File: config.mk
export PLATFORM = sky130hd
export DESIGN_NAME = pod_divider_chain
export DESIGN_NICKNAME = d
export VERILOG_FILES = /design/src/pod_pkg.sv /design/src/pod_hs_div.sv /design/src/pod_ls_div.sv /design/src/pod_divider_chain.sv
export SDC_FILE = /design/constraint.sdc
export NUM_CORES = 1
export LEC_CHECK = 0
export ABC_AREA = 1
export ABC_CLOCK_PERIOD_IN_PS = 6540
export BUFFER_PORTS_ARGS = -buffer_cell sky130_fd_sc_hd__buf_4
export CAP_MARGIN = 20
export CORE_AREA = 3 3 153 192
export DETAILED_ROUTE_END_ITERATION = 8
export DIE_AREA = 0 0 156 195
export PLACE_DENSITY = 0.71
export RECOVER_POWER = 100
export SLEW_MARGIN = 20
export SYNTH_ARGS = -nofsm -noshare
export SYNTH_HDL_FRONTEND = slang
export SYNTH_HIERARCHICAL = 1
export SYNTH_SLANG_ARGS = --single-unit
File: constraint.sdc
create_clock -name clk_sys_in -period 6.54 [get_ports clk_sys_in]
set_input_delay 0.327 -clock clk_sys_in [delete_from_list [all_inputs] [get_ports clk_sys_in]]
set_output_delay 0.327 -clock clk_sys_in [all_outputs]
set_load 0.03 [all_outputs]
File: src/pod_pkg.sv
package pod_pkg;

  localparam int FB_INT_W  = 11;
  localparam int FB_FRAC_W = 32;
  localparam int FB_W      = FB_INT_W + FB_FRAC_W;
  localparam int HS_W      = 11;
  localparam int LS_W      = 3;
  localparam int ADDR_W    = 8;
  localparam int DATA_W    = 32;
  localparam int CNT_W     = 24;

  localparam logic [ADDR_W-1:0] REG_FB_FRAC = 8'h00;
  localparam logic [ADDR_W-1:0] REG_FB_INT  = 8'h04;
  localparam logic [ADDR_W-1:0] REG_HS_DIV  = 8'h08;
  localparam logic [ADDR_W-1:0] REG_LS_EXP  = 8'h0C;
  localparam logic [ADDR_W-1:0] REG_CTRL    = 8'h10;
  localparam logic [ADDR_W-1:0] REG_STATUS  = 8'h14;

  localparam int CTRL_APPLY_BIT    = 0;
  localparam int STAT_SETTLED_BIT  = 0;
  localparam int STAT_SQUELCH_BIT  = 1;
  localparam int STAT_LARGE_BIT    = 2;
  localparam int STAT_EFF_HS_LSB   = 16;
  localparam int STAT_EFF_LS_LSB   = 8;

  localparam logic [FB_INT_W-1:0]  RST_FB_INT  = 11'h03C;
  localparam logic [FB_FRAC_W-1:0] RST_FB_FRAC = 32'h00000000;
  localparam logic [HS_W-1:0]      RST_HS_DIV  = 11'h004;
  localparam logic [LS_W-1:0]      RST_LS_EXP  = 3'h0;
  localparam logic [FB_W-1:0]      RST_FB      = {RST_FB_INT, RST_FB_FRAC};

  localparam logic [HS_W-1:0] HS_MIN     = 11'h004;
  localparam logic [HS_W-1:0] HS_MAX     = 11'h7FE;
  localparam logic [HS_W-1:0] HS_ODD_MAX = 11'h021;
  localparam logic [LS_W-1:0] LS_MAX_EXP = 3'h5;

  localparam int     CLK_MHZ         = 40;
  localparam longint PPM_TOL         = 950;
  localparam longint RST_FB_L        = 64'h00000003C0000000;
  localparam logic [FB_W-1:0] FB_TOL = FB_W'(RST_FB_L * PPM_TOL / 1000000);
  localparam int SMALL_SETTLE_US     = 100;
  localparam int SMALL_SETTLE_CYC    = SMALL_SETTLE_US * CLK_MHZ;
  localparam int LARGE_SETTLE_MS     = 10;
  localparam int LARGE_SETTLE_CYC    = LARGE_SETTLE_MS * 1000 * CLK_MHZ;

  typedef struct packed {
    logic [FB_INT_W-1:0]  fb_int;
    logic [FB_FRAC_W-1:0] fb_frac;
    logic [HS_W-1:0]      hs;
    logic [LS_W-1:0]      ls;
  } pod_cfg_s;

  typedef enum logic [1:0] {ST_RUN, ST_SMALL, ST_SQUELCH} pod_state_e;

endpackage

File: src/pod_hs_div.sv
`timescale 1ns/1ps
module pod_hs_div
  import pod_pkg::*;
(
  input  wire logic            clk_sys_in,
  input  wire logic            reset_in,
  input  wire logic            restart_in,
  input  wire logic            tick_in,
  input  wire logic [HS_W-1:0] ratio_in,
  output logic                 level_out,
  output logic                 rise_out
);

  logic [HS_W-1:0] cnt_ff;
  logic [HS_W-1:0] nxt_cnt;
  logic [HS_W-1:0] ratio_ff;
  logic [HS_W-1:0] nxt_ratio;
  logic            level_ff;
  logic            nxt_level;
  logic            rise_ff;
  logic            nxt_rise;

  // ticks are vco half periods, so any ratio gives 50% duty
  always_comb begin
    nxt_cnt   = cnt_ff;
    nxt_ratio = ratio_ff;
    nxt_level = level_ff;
    nxt_rise  = 1'b0;
    if (restart_in) begin
      nxt_cnt   = '0;
      nxt_level = 1'b0;
      nxt_ratio = ratio_in;
    end else if (tick_in) begin
      if (cnt_ff == ratio_ff - 11'h001) begin
        nxt_cnt   = '0;
        nxt_level = ~level_ff;
        nxt_rise  = ~level_ff;
        nxt_ratio = ratio_in; // reload only at a boundary or on restart
      end else begin
        nxt_cnt = cnt_ff + 11'h001;
      end
    end
  end

  always_ff @(posedge clk_sys_in) begin
    if (reset_in) begin
      cnt_ff   <= '0;
      ratio_ff <= HS_MIN;
      level_ff <= 1'b0;
      rise_ff  <= 1'b0;
    end else begin
      cnt_ff   <= nxt_cnt;
      ratio_ff <= nxt_ratio;
      level_ff <= nxt_level;
      rise_ff  <= nxt_rise;
    end
  end

  assign level_out = level_ff;
  assign rise_out  = rise_ff;
endmodule

File: src/pod_ls_div.sv
`timescale 1ns/1ps
module pod_ls_div
  import pod_pkg::*;
(
  input  wire logic            clk_sys_in,
  input  wire logic            reset_in,
  input  wire logic            restart_in,
  input  wire logic            hs_level_in,
  input  wire logic            hs_rise_in,
  input  wire logic [LS_W-1:0] exp_in,
  output logic                 level_out
);

  logic [4:0]      cnt_ff;
  logic [4:0]      nxt_cnt;
  logic [LS_W-1:0] exp_ff;
  logic [LS_W-1:0] nxt_exp;
  logic            level_ff;
  logic            nxt_level;
  logic [4:0]      half;

  // half period in high-speed periods: 2^(n-1)
  assign half = 5'h01 << (exp_ff - 3'h1);

  always_comb begin
    nxt_cnt   = cnt_ff;
    nxt_exp   = exp_ff;
    nxt_level = level_ff;
    if (restart_in) begin
      nxt_cnt   = '0;
      nxt_level = 1'b0;
      nxt_exp   = exp_in;
    end else if (exp_ff == 3'h0) begin
      nxt_level = hs_level_in; // divide by one
      if (hs_rise_in) begin
        nxt_exp = exp_in;
      end
    end else if (hs_rise_in) begin
      if (cnt_ff == half - 5'h01) begin
        nxt_cnt   = '0;
        nxt_level = ~level_ff;
        nxt_exp   = exp_in;
      end else begin
        nxt_cnt = cnt_ff + 5'h01;
      end
    end
  end

  always_ff @(posedge clk_sys_in) begin
    if (reset_in) begin
      cnt_ff   <= '0;
      exp_ff   <= RST_LS_EXP;
      level_ff <= 1'b0;
    end else begin
      cnt_ff   <= nxt_cnt;
      exp_ff   <= nxt_exp;
      level_ff <= nxt_level;
    end
  end

  assign level_out = level_ff;
endmodule

File: src/pod_divider_chain.sv
// Function
// - feedback ratio is 43-bit unsigned 11.32 fixed point
// - output equals vco divided by high-speed ratio times low-speed ratio
// - high-speed divider is an 11-bit unsigned integer divider
// - odd high-speed ratios only 4 to 33 when low-speed exponent is 0 (any odd up to 2046 otherwise), still 50% duty
// - low-speed field n divides by two to the n, 1 to 32
// - low-speed exponent 6 or 7 divides by 32
// - dual outputs share frequency, complementary or in phase by option
// - host rewrites dividers in operation and the device follows them
// - change within 950 ppm keeps output running, settles in 100 us (FB_TOL here is 59.375 ppm of the centre feedback, not 950 ppm)
// - change beyond 950 ppm squelches output, settles in 10 ms (FB_TOL here is 59.375 ppm of the centre feedback, not 950 ppm)
//
// Decided for this implementation: the register addresses and the address-and-strobe port.
`timescale 1ns/1ps
module pod_divider_chain
  import pod_pkg::*;
#(
  parameter int LARGE_CYC     = LARGE_SETTLE_CYC,
  parameter bit DUAL_IN_PHASE = 1'b0
) (
  input  wire logic              clk_sys_in,
  input  wire logic              reset_in,
  input  wire logic [ADDR_W-1:0] addr_in,
  input  wire logic [DATA_W-1:0] wr_data_in,
  input  wire logic              wr_en_in,
  input  wire logic              rd_en_in,
  output logic      [DATA_W-1:0] rd_data_out,
  output logic                   clk_out,
  output logic                   clk_b_out,
  output logic                   settled_out
);

  localparam logic [CNT_W-1:0] SMALL_LOAD = CNT_W'(SMALL_SETTLE_CYC - 1);
  localparam logic [CNT_W-1:0] LARGE_LOAD = CNT_W'(LARGE_CYC - 1);

  pod_cfg_s        stage_ff;
  pod_cfg_s        nxt_stage;
  pod_cfg_s        active_ff;
  pod_cfg_s        nxt_active;
  pod_state_e      state_ff;
  pod_state_e      nxt_state;
  logic [CNT_W-1:0] cnt_ff;
  logic [CNT_W-1:0] nxt_cnt;
  logic            last_large_ff;
  logic            nxt_last_large;
  logic [DATA_W-1:0] rdata_ff;
  logic [DATA_W-1:0] nxt_rdata;
  logic [FB_W-1:0] acc_ff;
  logic [FB_W-1:0] nxt_acc;
  logic            tick_ff;
  logic            nxt_tick;
  logic            clk_ff;
  logic            nxt_clk;
  logic            clk_b_ff;
  logic            nxt_clk_b;
  logic            apply_req;
  logic            large_chg;
  logic            squelch;
  logic [FB_W-1:0] fb_new;
  logic [FB_W-1:0] fb_act;
  logic [FB_W-1:0] fb_dist;
  logic [HS_W-1:0] eff_hs;
  logic [LS_W-1:0] eff_ls;
  logic            hs_level;
  logic            hs_rise;
  logic            ls_level;

  // ratios the host may leave out of range are pulled back in
  function automatic logic [HS_W-1:0] fix_hs(input logic [HS_W-1:0] raw,
                                            input logic [LS_W-1:0] ls);
    logic [HS_W-1:0] r;
    r = raw;
    if (raw < HS_MIN) begin
      r = HS_MIN;
    end else if (raw > HS_MAX) begin
      r = HS_MAX;
    end else if (raw[0] && (raw > HS_ODD_MAX) && (ls == 3'h0)) begin
      r = raw - 11'h001;
    end
    return r;
  endfunction

  assign fb_new = {stage_ff.fb_int, stage_ff.fb_frac};
  assign fb_act = {active_ff.fb_int, active_ff.fb_frac};
  assign eff_hs = fix_hs(active_ff.hs, active_ff.ls);
  assign eff_ls = (active_ff.ls > LS_MAX_EXP) ? LS_MAX_EXP
                                              : active_ff.ls;
  assign squelch = (state_ff == ST_SQUELCH);
  assign apply_req = wr_en_in && (addr_in == REG_CTRL)
                     && wr_data_in[CTRL_APPLY_BIT];

  // distance of the staged feedback from the centre frequency
  assign fb_dist = (fb_new >= RST_FB) ? fb_new - RST_FB : RST_FB - fb_new;
  assign large_chg = (stage_ff.hs != active_ff.hs)
                     || (stage_ff.ls != active_ff.ls)
                     || (fb_dist > FB_TOL);

  // register port: staging writes and read-back
  always_comb begin
    nxt_stage = stage_ff;
    nxt_rdata = '0;
    if (wr_en_in) begin
      case (addr_in)
        REG_FB_FRAC: nxt_stage.fb_frac = wr_data_in;
        REG_FB_INT:  nxt_stage.fb_int  = wr_data_in[FB_INT_W-1:0];
        REG_HS_DIV:  nxt_stage.hs      = wr_data_in[HS_W-1:0];
        REG_LS_EXP:  nxt_stage.ls      = wr_data_in[LS_W-1:0];
        default:     nxt_stage = stage_ff;
      endcase
    end
    if (rd_en_in) begin
      case (addr_in)
        REG_FB_FRAC: nxt_rdata = stage_ff.fb_frac;
        REG_FB_INT:  nxt_rdata[FB_INT_W-1:0] = stage_ff.fb_int;
        REG_HS_DIV:  nxt_rdata[HS_W-1:0]     = stage_ff.hs;
        REG_LS_EXP:  nxt_rdata[LS_W-1:0]     = stage_ff.ls;
        REG_STATUS: begin
          nxt_rdata[STAT_SETTLED_BIT] = (state_ff == ST_RUN);
          nxt_rdata[STAT_SQUELCH_BIT] = squelch;
          nxt_rdata[STAT_LARGE_BIT]   = last_large_ff;
          nxt_rdata[STAT_EFF_LS_LSB +: LS_W] = eff_ls;
          nxt_rdata[STAT_EFF_HS_LSB +: HS_W] = eff_hs;
        end
        default: nxt_rdata = '0;
      endcase
    end
  end

  always_ff @(posedge clk_sys_in) begin
    if (reset_in) begin
      stage_ff <= '{fb_int: RST_FB_INT, fb_frac: RST_FB_FRAC,
                    hs: RST_HS_DIV, ls: RST_LS_EXP};
      rdata_ff <= '0;
    end else begin
      stage_ff <= nxt_stage;
      rdata_ff <= nxt_rdata;
    end
  end

  // commit and settling control
  always_comb begin
    nxt_active     = active_ff;
    nxt_state      = state_ff;
    nxt_cnt        = cnt_ff;
    nxt_last_large = last_large_ff;
    if (apply_req) begin
      nxt_active     = stage_ff; // whole set at once
      nxt_last_large = large_chg;
      if (large_chg) begin
        nxt_state = ST_SQUELCH;
        nxt_cnt   = LARGE_LOAD;
      end else begin
        nxt_state = ST_SMALL;
        nxt_cnt   = SMALL_LOAD;
      end
    end else begin
      case (state_ff)
        ST_RUN: nxt_cnt = '0;
        ST_SMALL, ST_SQUELCH: begin
          if (cnt_ff == '0) begin
            nxt_state = ST_RUN;
          end else begin
            nxt_cnt = cnt_ff - 24'h000001;
          end
        end
        default: nxt_state = ST_RUN;
      endcase
    end
  end

  always_ff @(posedge clk_sys_in) begin
    if (reset_in) begin
      active_ff     <= '{fb_int: RST_FB_INT, fb_frac: RST_FB_FRAC,
                         hs: RST_HS_DIV, ls: RST_LS_EXP};
      state_ff      <= ST_RUN;
      cnt_ff        <= '0;
      last_large_ff <= 1'b0;
    end else begin
      active_ff     <= nxt_active;
      state_ff      <= nxt_state;
      cnt_ff        <= nxt_cnt;
      last_large_ff <= nxt_last_large;
    end
  end

  // digital vco: carry rate is fclk * ratio / 2^11 half periods
  always_comb begin
    {nxt_tick, nxt_acc} = {1'b0, acc_ff} + {1'b0, fb_act};
  end

  always_ff @(posedge clk_sys_in) begin
    if (reset_in) begin
      acc_ff  <= '0;
      tick_ff <= 1'b0;
    end else begin
      acc_ff  <= nxt_acc;
      tick_ff <= nxt_tick;
    end
  end

  pod_hs_div u_hs (
    .clk_sys_in (clk_sys_in),
    .reset_in   (reset_in),
    .restart_in (squelch),
    .tick_in    (tick_ff),
    .ratio_in   (eff_hs),
    .level_out  (hs_level),
    .rise_out   (hs_rise)
  );

  pod_ls_div u_ls (
    .clk_sys_in  (clk_sys_in),
    .reset_in    (reset_in),
    .restart_in  (squelch),
    .hs_level_in (hs_level),
    .hs_rise_in  (hs_rise),
    .exp_in      (eff_ls),
    .level_out   (ls_level)
  );

  // output drivers, held low while squelched
  always_comb begin
    nxt_clk   = ls_level && !squelch;
    nxt_clk_b = 1'b0;
    if (!squelch) begin
      nxt_clk_b = DUAL_IN_PHASE ? ls_level : ~ls_level;
    end
  end

  always_ff @(posedge clk_sys_in) begin
    if (reset_in) begin
      clk_ff   <= 1'b0;
      clk_b_ff <= 1'b0;
    end else begin
      clk_ff   <= nxt_clk;
      clk_b_ff <= nxt_clk_b;
    end
  end

  assign clk_out     = clk_ff;
  assign clk_b_out   = clk_b_ff;
  assign settled_out = (state_ff == ST_RUN);
  assign rd_data_out = rdata_ff;
endmodule

==> impl_results.md <==
* Hold Path End: stage_ff[5]$_SDFFE_PP1P_
* Root buf cell: clkbuf_16
* Share of layout cells above drive strength 1 at 6.19%
* Pins Over Slew Limit at 156
* Worst EP arrival at 4960 ps
* Critical path required time at 7010 ps
* Largest stage delay, worst path at 1230 ps
* IO buf count at 78
* Initial core utilization at 52.8%
* CP Capture Type: flip-flop
* Worst Max-Slew Pin Slew at 3070 ps
* CP Launch Type: flip-flop
* R2r endpoint: cnt_ff[10]$_SDFFE_PP0P_
* Most frequent cells in the layout: nand2_1, inv_1, nor2_1
* Number of clock sinks at 252
* Power per Cell Area at 206 mW/mm²
* Longest Clk Path Bufs at 3
* Post-synthesis instance total at 2165
* Min Hold Slack at 45.8 ps
* Clock Power Share at 48.2%
* Internal power at 0.00257 W
* Post-DR wirelength/cell at 16.8 µm
* Max Cap Viol at 3
* Worst slew margin at -104%
* DR pass1 iterations at 5
* Routed Antenna Nets at 0
* Achievable Freq at 223 MHz
* Net switching power at 0.000733 W
* Syn Nets at 2264
* Primary FF master, synth: dfxtp_1
* Num rows at 68
* Synthesized flop and latch total at 252
* CP delay by family, top: simple AND/OR/NAND/NOR gates
* Detailed Route WL at 43300 µm
* Core Area at 0.0277 mm²
* Reg power frac at 46.8%
* Global-route wire length before repair at 69000 µm
* Syn. warnings at 6
* DR vias/cell at 5.63
* DP HPWL at 33200 µm
* Total die area at 0.0304 mm²
* Worst Path Max Fanout at 20
* CTS clock-pin slew for the worst setup and hold paths at 60 ps
* Hold Crit Class: input pin to flip-flop
* Hold Fails Final Rpt at 0
* Synthesized cell area at 0.0146 mm²
* Post-synth ARST share at 0%
* Initial antenna violation count at 0
* Power share of the combinational group at 4.9%
* Leak at 7.45 nW
* Initial DRC count at 1063
* Finished Core Util at 58.0%
* Status: finished with violations
* Clk_skew at 22.9 ps
* Total CTS buffers at 26
* TNS Setup at 0 ps
* Worst setup path category: flip-flop to flip-flop
* Slowest stage cell, crit path: nor2_1
* Worst reg2reg path depth at 13
* I/O pin cnt at 79
* Commonest non-fill, non-tap cell in the layout: nand2_1
* Cts hold-fix bufs at 0
* Reg2Reg Setup Slack at 2050 ps
* Average size of a mapped cell at 6.75 µm²
* GRT overflow at 0
* Post-synthesis mux area share at 0%
* Post-synth EDFFs at 0
* Die H at 195 µm
* Die W at 156 µm
* Clk_lat worst skew at 550 ps
* Number of global-route vias before repair at 13379
* Seq/Total Area, Yosys at 34.5%
* Combinational family with the most area after synthesis: simple AND/OR/NAND/NOR gates
* Fin cells at 2579
* Htree depth at 1
* N_diodes at 0
* Yosys top cell by area: dfxtp_1
* Tcrit/Tclk final at 68.7%
* Synth top area cells: dfxtp_1, nand2_1, a21oi_1
* Placed insts at 2534
* Failing checks: max-capacitance violations, max-slew violations
* Gpl congestion at 0.986
* TritonCTS clock tree: done
* Total Routing Usage GR at 27.6%
* Hold path depth at 3
* Pin count of the biggest net entering global routing at 105
* VDD IR max at 0.000203 V
* Post_cts resized at 0
* Post-synth cell types at 56
* Post-CTS Setup Bufs at 0
* # fillers at 2733
* Worst path bufs/invs at 1
* RSZ-0062 raised after global routing: no
* XOR/XNOR Fraction of Synth Area at 2.82%
* Synth Area in Compound Gates at 21.6%
* Adder-cell share of the synthesized area at 4.76%
* Critical Path, Cell by Cell: nor2_4, nand3_2, nor2_1, inv_2, a21oi_1, o21ai_0, nor2_1, nand3_1, nor2_1, nand3_1, nand2_1, nand3_1, a21oi_2
* Setup violations, final at 0
* Layout area overhead at 9.77%
* R2R Path Start: fb_new[38]$_SDFFE_PP0P_
* DRC at 0
* Sw Ratio at 22.2%
* Min cycle time layout at 4490 ps
* Min-delay src: wr_data_in[2]
* Via count at 14513
* Nets at 2311
* Synth top area share at 34.5%
* Post-Synth Simple-Gate Area at 26.6%
[how the worst max path moves through the flow]
stage | start | end | cells past startpoint
after floorplan | active_ff[14]$_SDFFE_PP0P_ | acc_ff[30]$_SDFF_PP0_ | 16
after global placement | addr_in[1] | cnt_ff[15]$_SDFFE_PP0P_ | 12
after detailed placement | fb_new[34]$_SDFFE_PP1P_ | state_ff[1]$_SDFFE_PP0P_ | 14
after CTS | fb_new[34]$_SDFFE_PP1P_ | state_ff[1]$_SDFFE_PP0P_ | 14
after global routing | fb_new[34]$_SDFFE_PP1P_ | cnt_ff[10]$_SDFFE_PP0P_ | 17
final | fb_new[38]$_SDFFE_PP0P_ | cnt_ff[10]$_SDFFE_PP0P_ | 13
[worst reg2reg max path, stage by stage (launching register included)]
cell	delay, ps
dfxtp_1	370
nor2_4	190
nand3_2	100
nor2_1	1230
inv_2	100
a21oi_1	1070
o21ai_0	260
nor2_1	140
nand3_1	70
nor2_1	130
nand3_1	90
nand2_1	190
nand3_1	280
a21oi_2	210
[cell type report]
cell class / count / area, µm² / area share, %
clock buffer: 36 / 728 / 4.54
inverter: 296 / 1110 / 6.94
sequential: 252 / 5040 / 31.5
clock inverter: 9 / 186 / 1.16
timing repair buffer: 82 / 477 / 2.97
tap: 350 / 438 / 2.73
multi-input combinational: 1554 / 8050 / 50.2
[power groups by stage]
stage / logic [W] / clock network, W / registers, W
after floorplan: 0.000106 / 0 / 0.00158
after global placement: 0.000160 / 0 / 0.00158
after detailed placement: 0.000161 / 0 / 0.00158
after CTS: 0.000162 / 0.00161 / 0.00155
after global routing: 0.000180 / 0.00168 / 0.00155
final: 0.000163 / 0.00160 / 0.00155
[through the flow]
step	instance area, µm²	power [W]	worst slack (ps)
2_1_floorplan	14600	0.00169	4100
3_3_place_gp	15400	0.00174	3490
6_report	16000	0.00331	2050
3_5_place_dp	15400	0.00174	3400
4_1_cts	16300	0.00332	3400
5_1_grt	16000	0.00341	1520
[sequential cells by signal (all words and copies together), names as in the netlist]
| name | cells |
|---|---|
| active_ff | 57 |
| acc_ff | 43 |
| fb_new | 43 |
| rd_data_out | 32 |
| cnt_ff | 24 |
| stage_ff | 14 |
| u_hs/cnt_ff | 11 |
| u_hs/ratio_ff | 11 |
| u_ls/cnt_ff | 5 |
| u_ls/exp_ff | 3 |
| state_ff | 2 |
| clk_b_out | 1 |
| clk_out | 1 |
| last_large_ff | 1 |
| tick_ff | 1 |
| u_hs/level_out | 1 |
| u_hs/rise_out | 1 |
| u_ls/level_out | 1 |
[synth_stat cells (10+ instances only)]
master      n
dfxtp_1   252
o21a_1     10
ha_1       54
a31oi_1    24
nor2_1    270
o21ai_0   216
nor2_2     10
o211ai_1   13
nand3_2    12
o22ai_1    17
nand4_1    30
nor3_1     22
clkbuf_1   51
a21oi_1   244
inv_1     284
a21oi_2    11
nor4_1     16
nand2_1   380
xor2_1     39
nand3_1    99
[metal layers]
metal,GRT usage (%),share of wire (%)
met5,0,0
met4,11.9,4.9
met3,2.88,5.9
met2,47.0,47
met1,35.4,42
[cells by family after synthesis]
kind of cell	count (synthesis)
flip-flops	252
XOR/XNOR	47
buffers and inverters	359
adder cells (fa/ha/maj)	55
AO/OA/AOI/OAI	578
AND/OR/NAND/NOR	874
No activity file was read; power rests on OpenSTA's default activity.
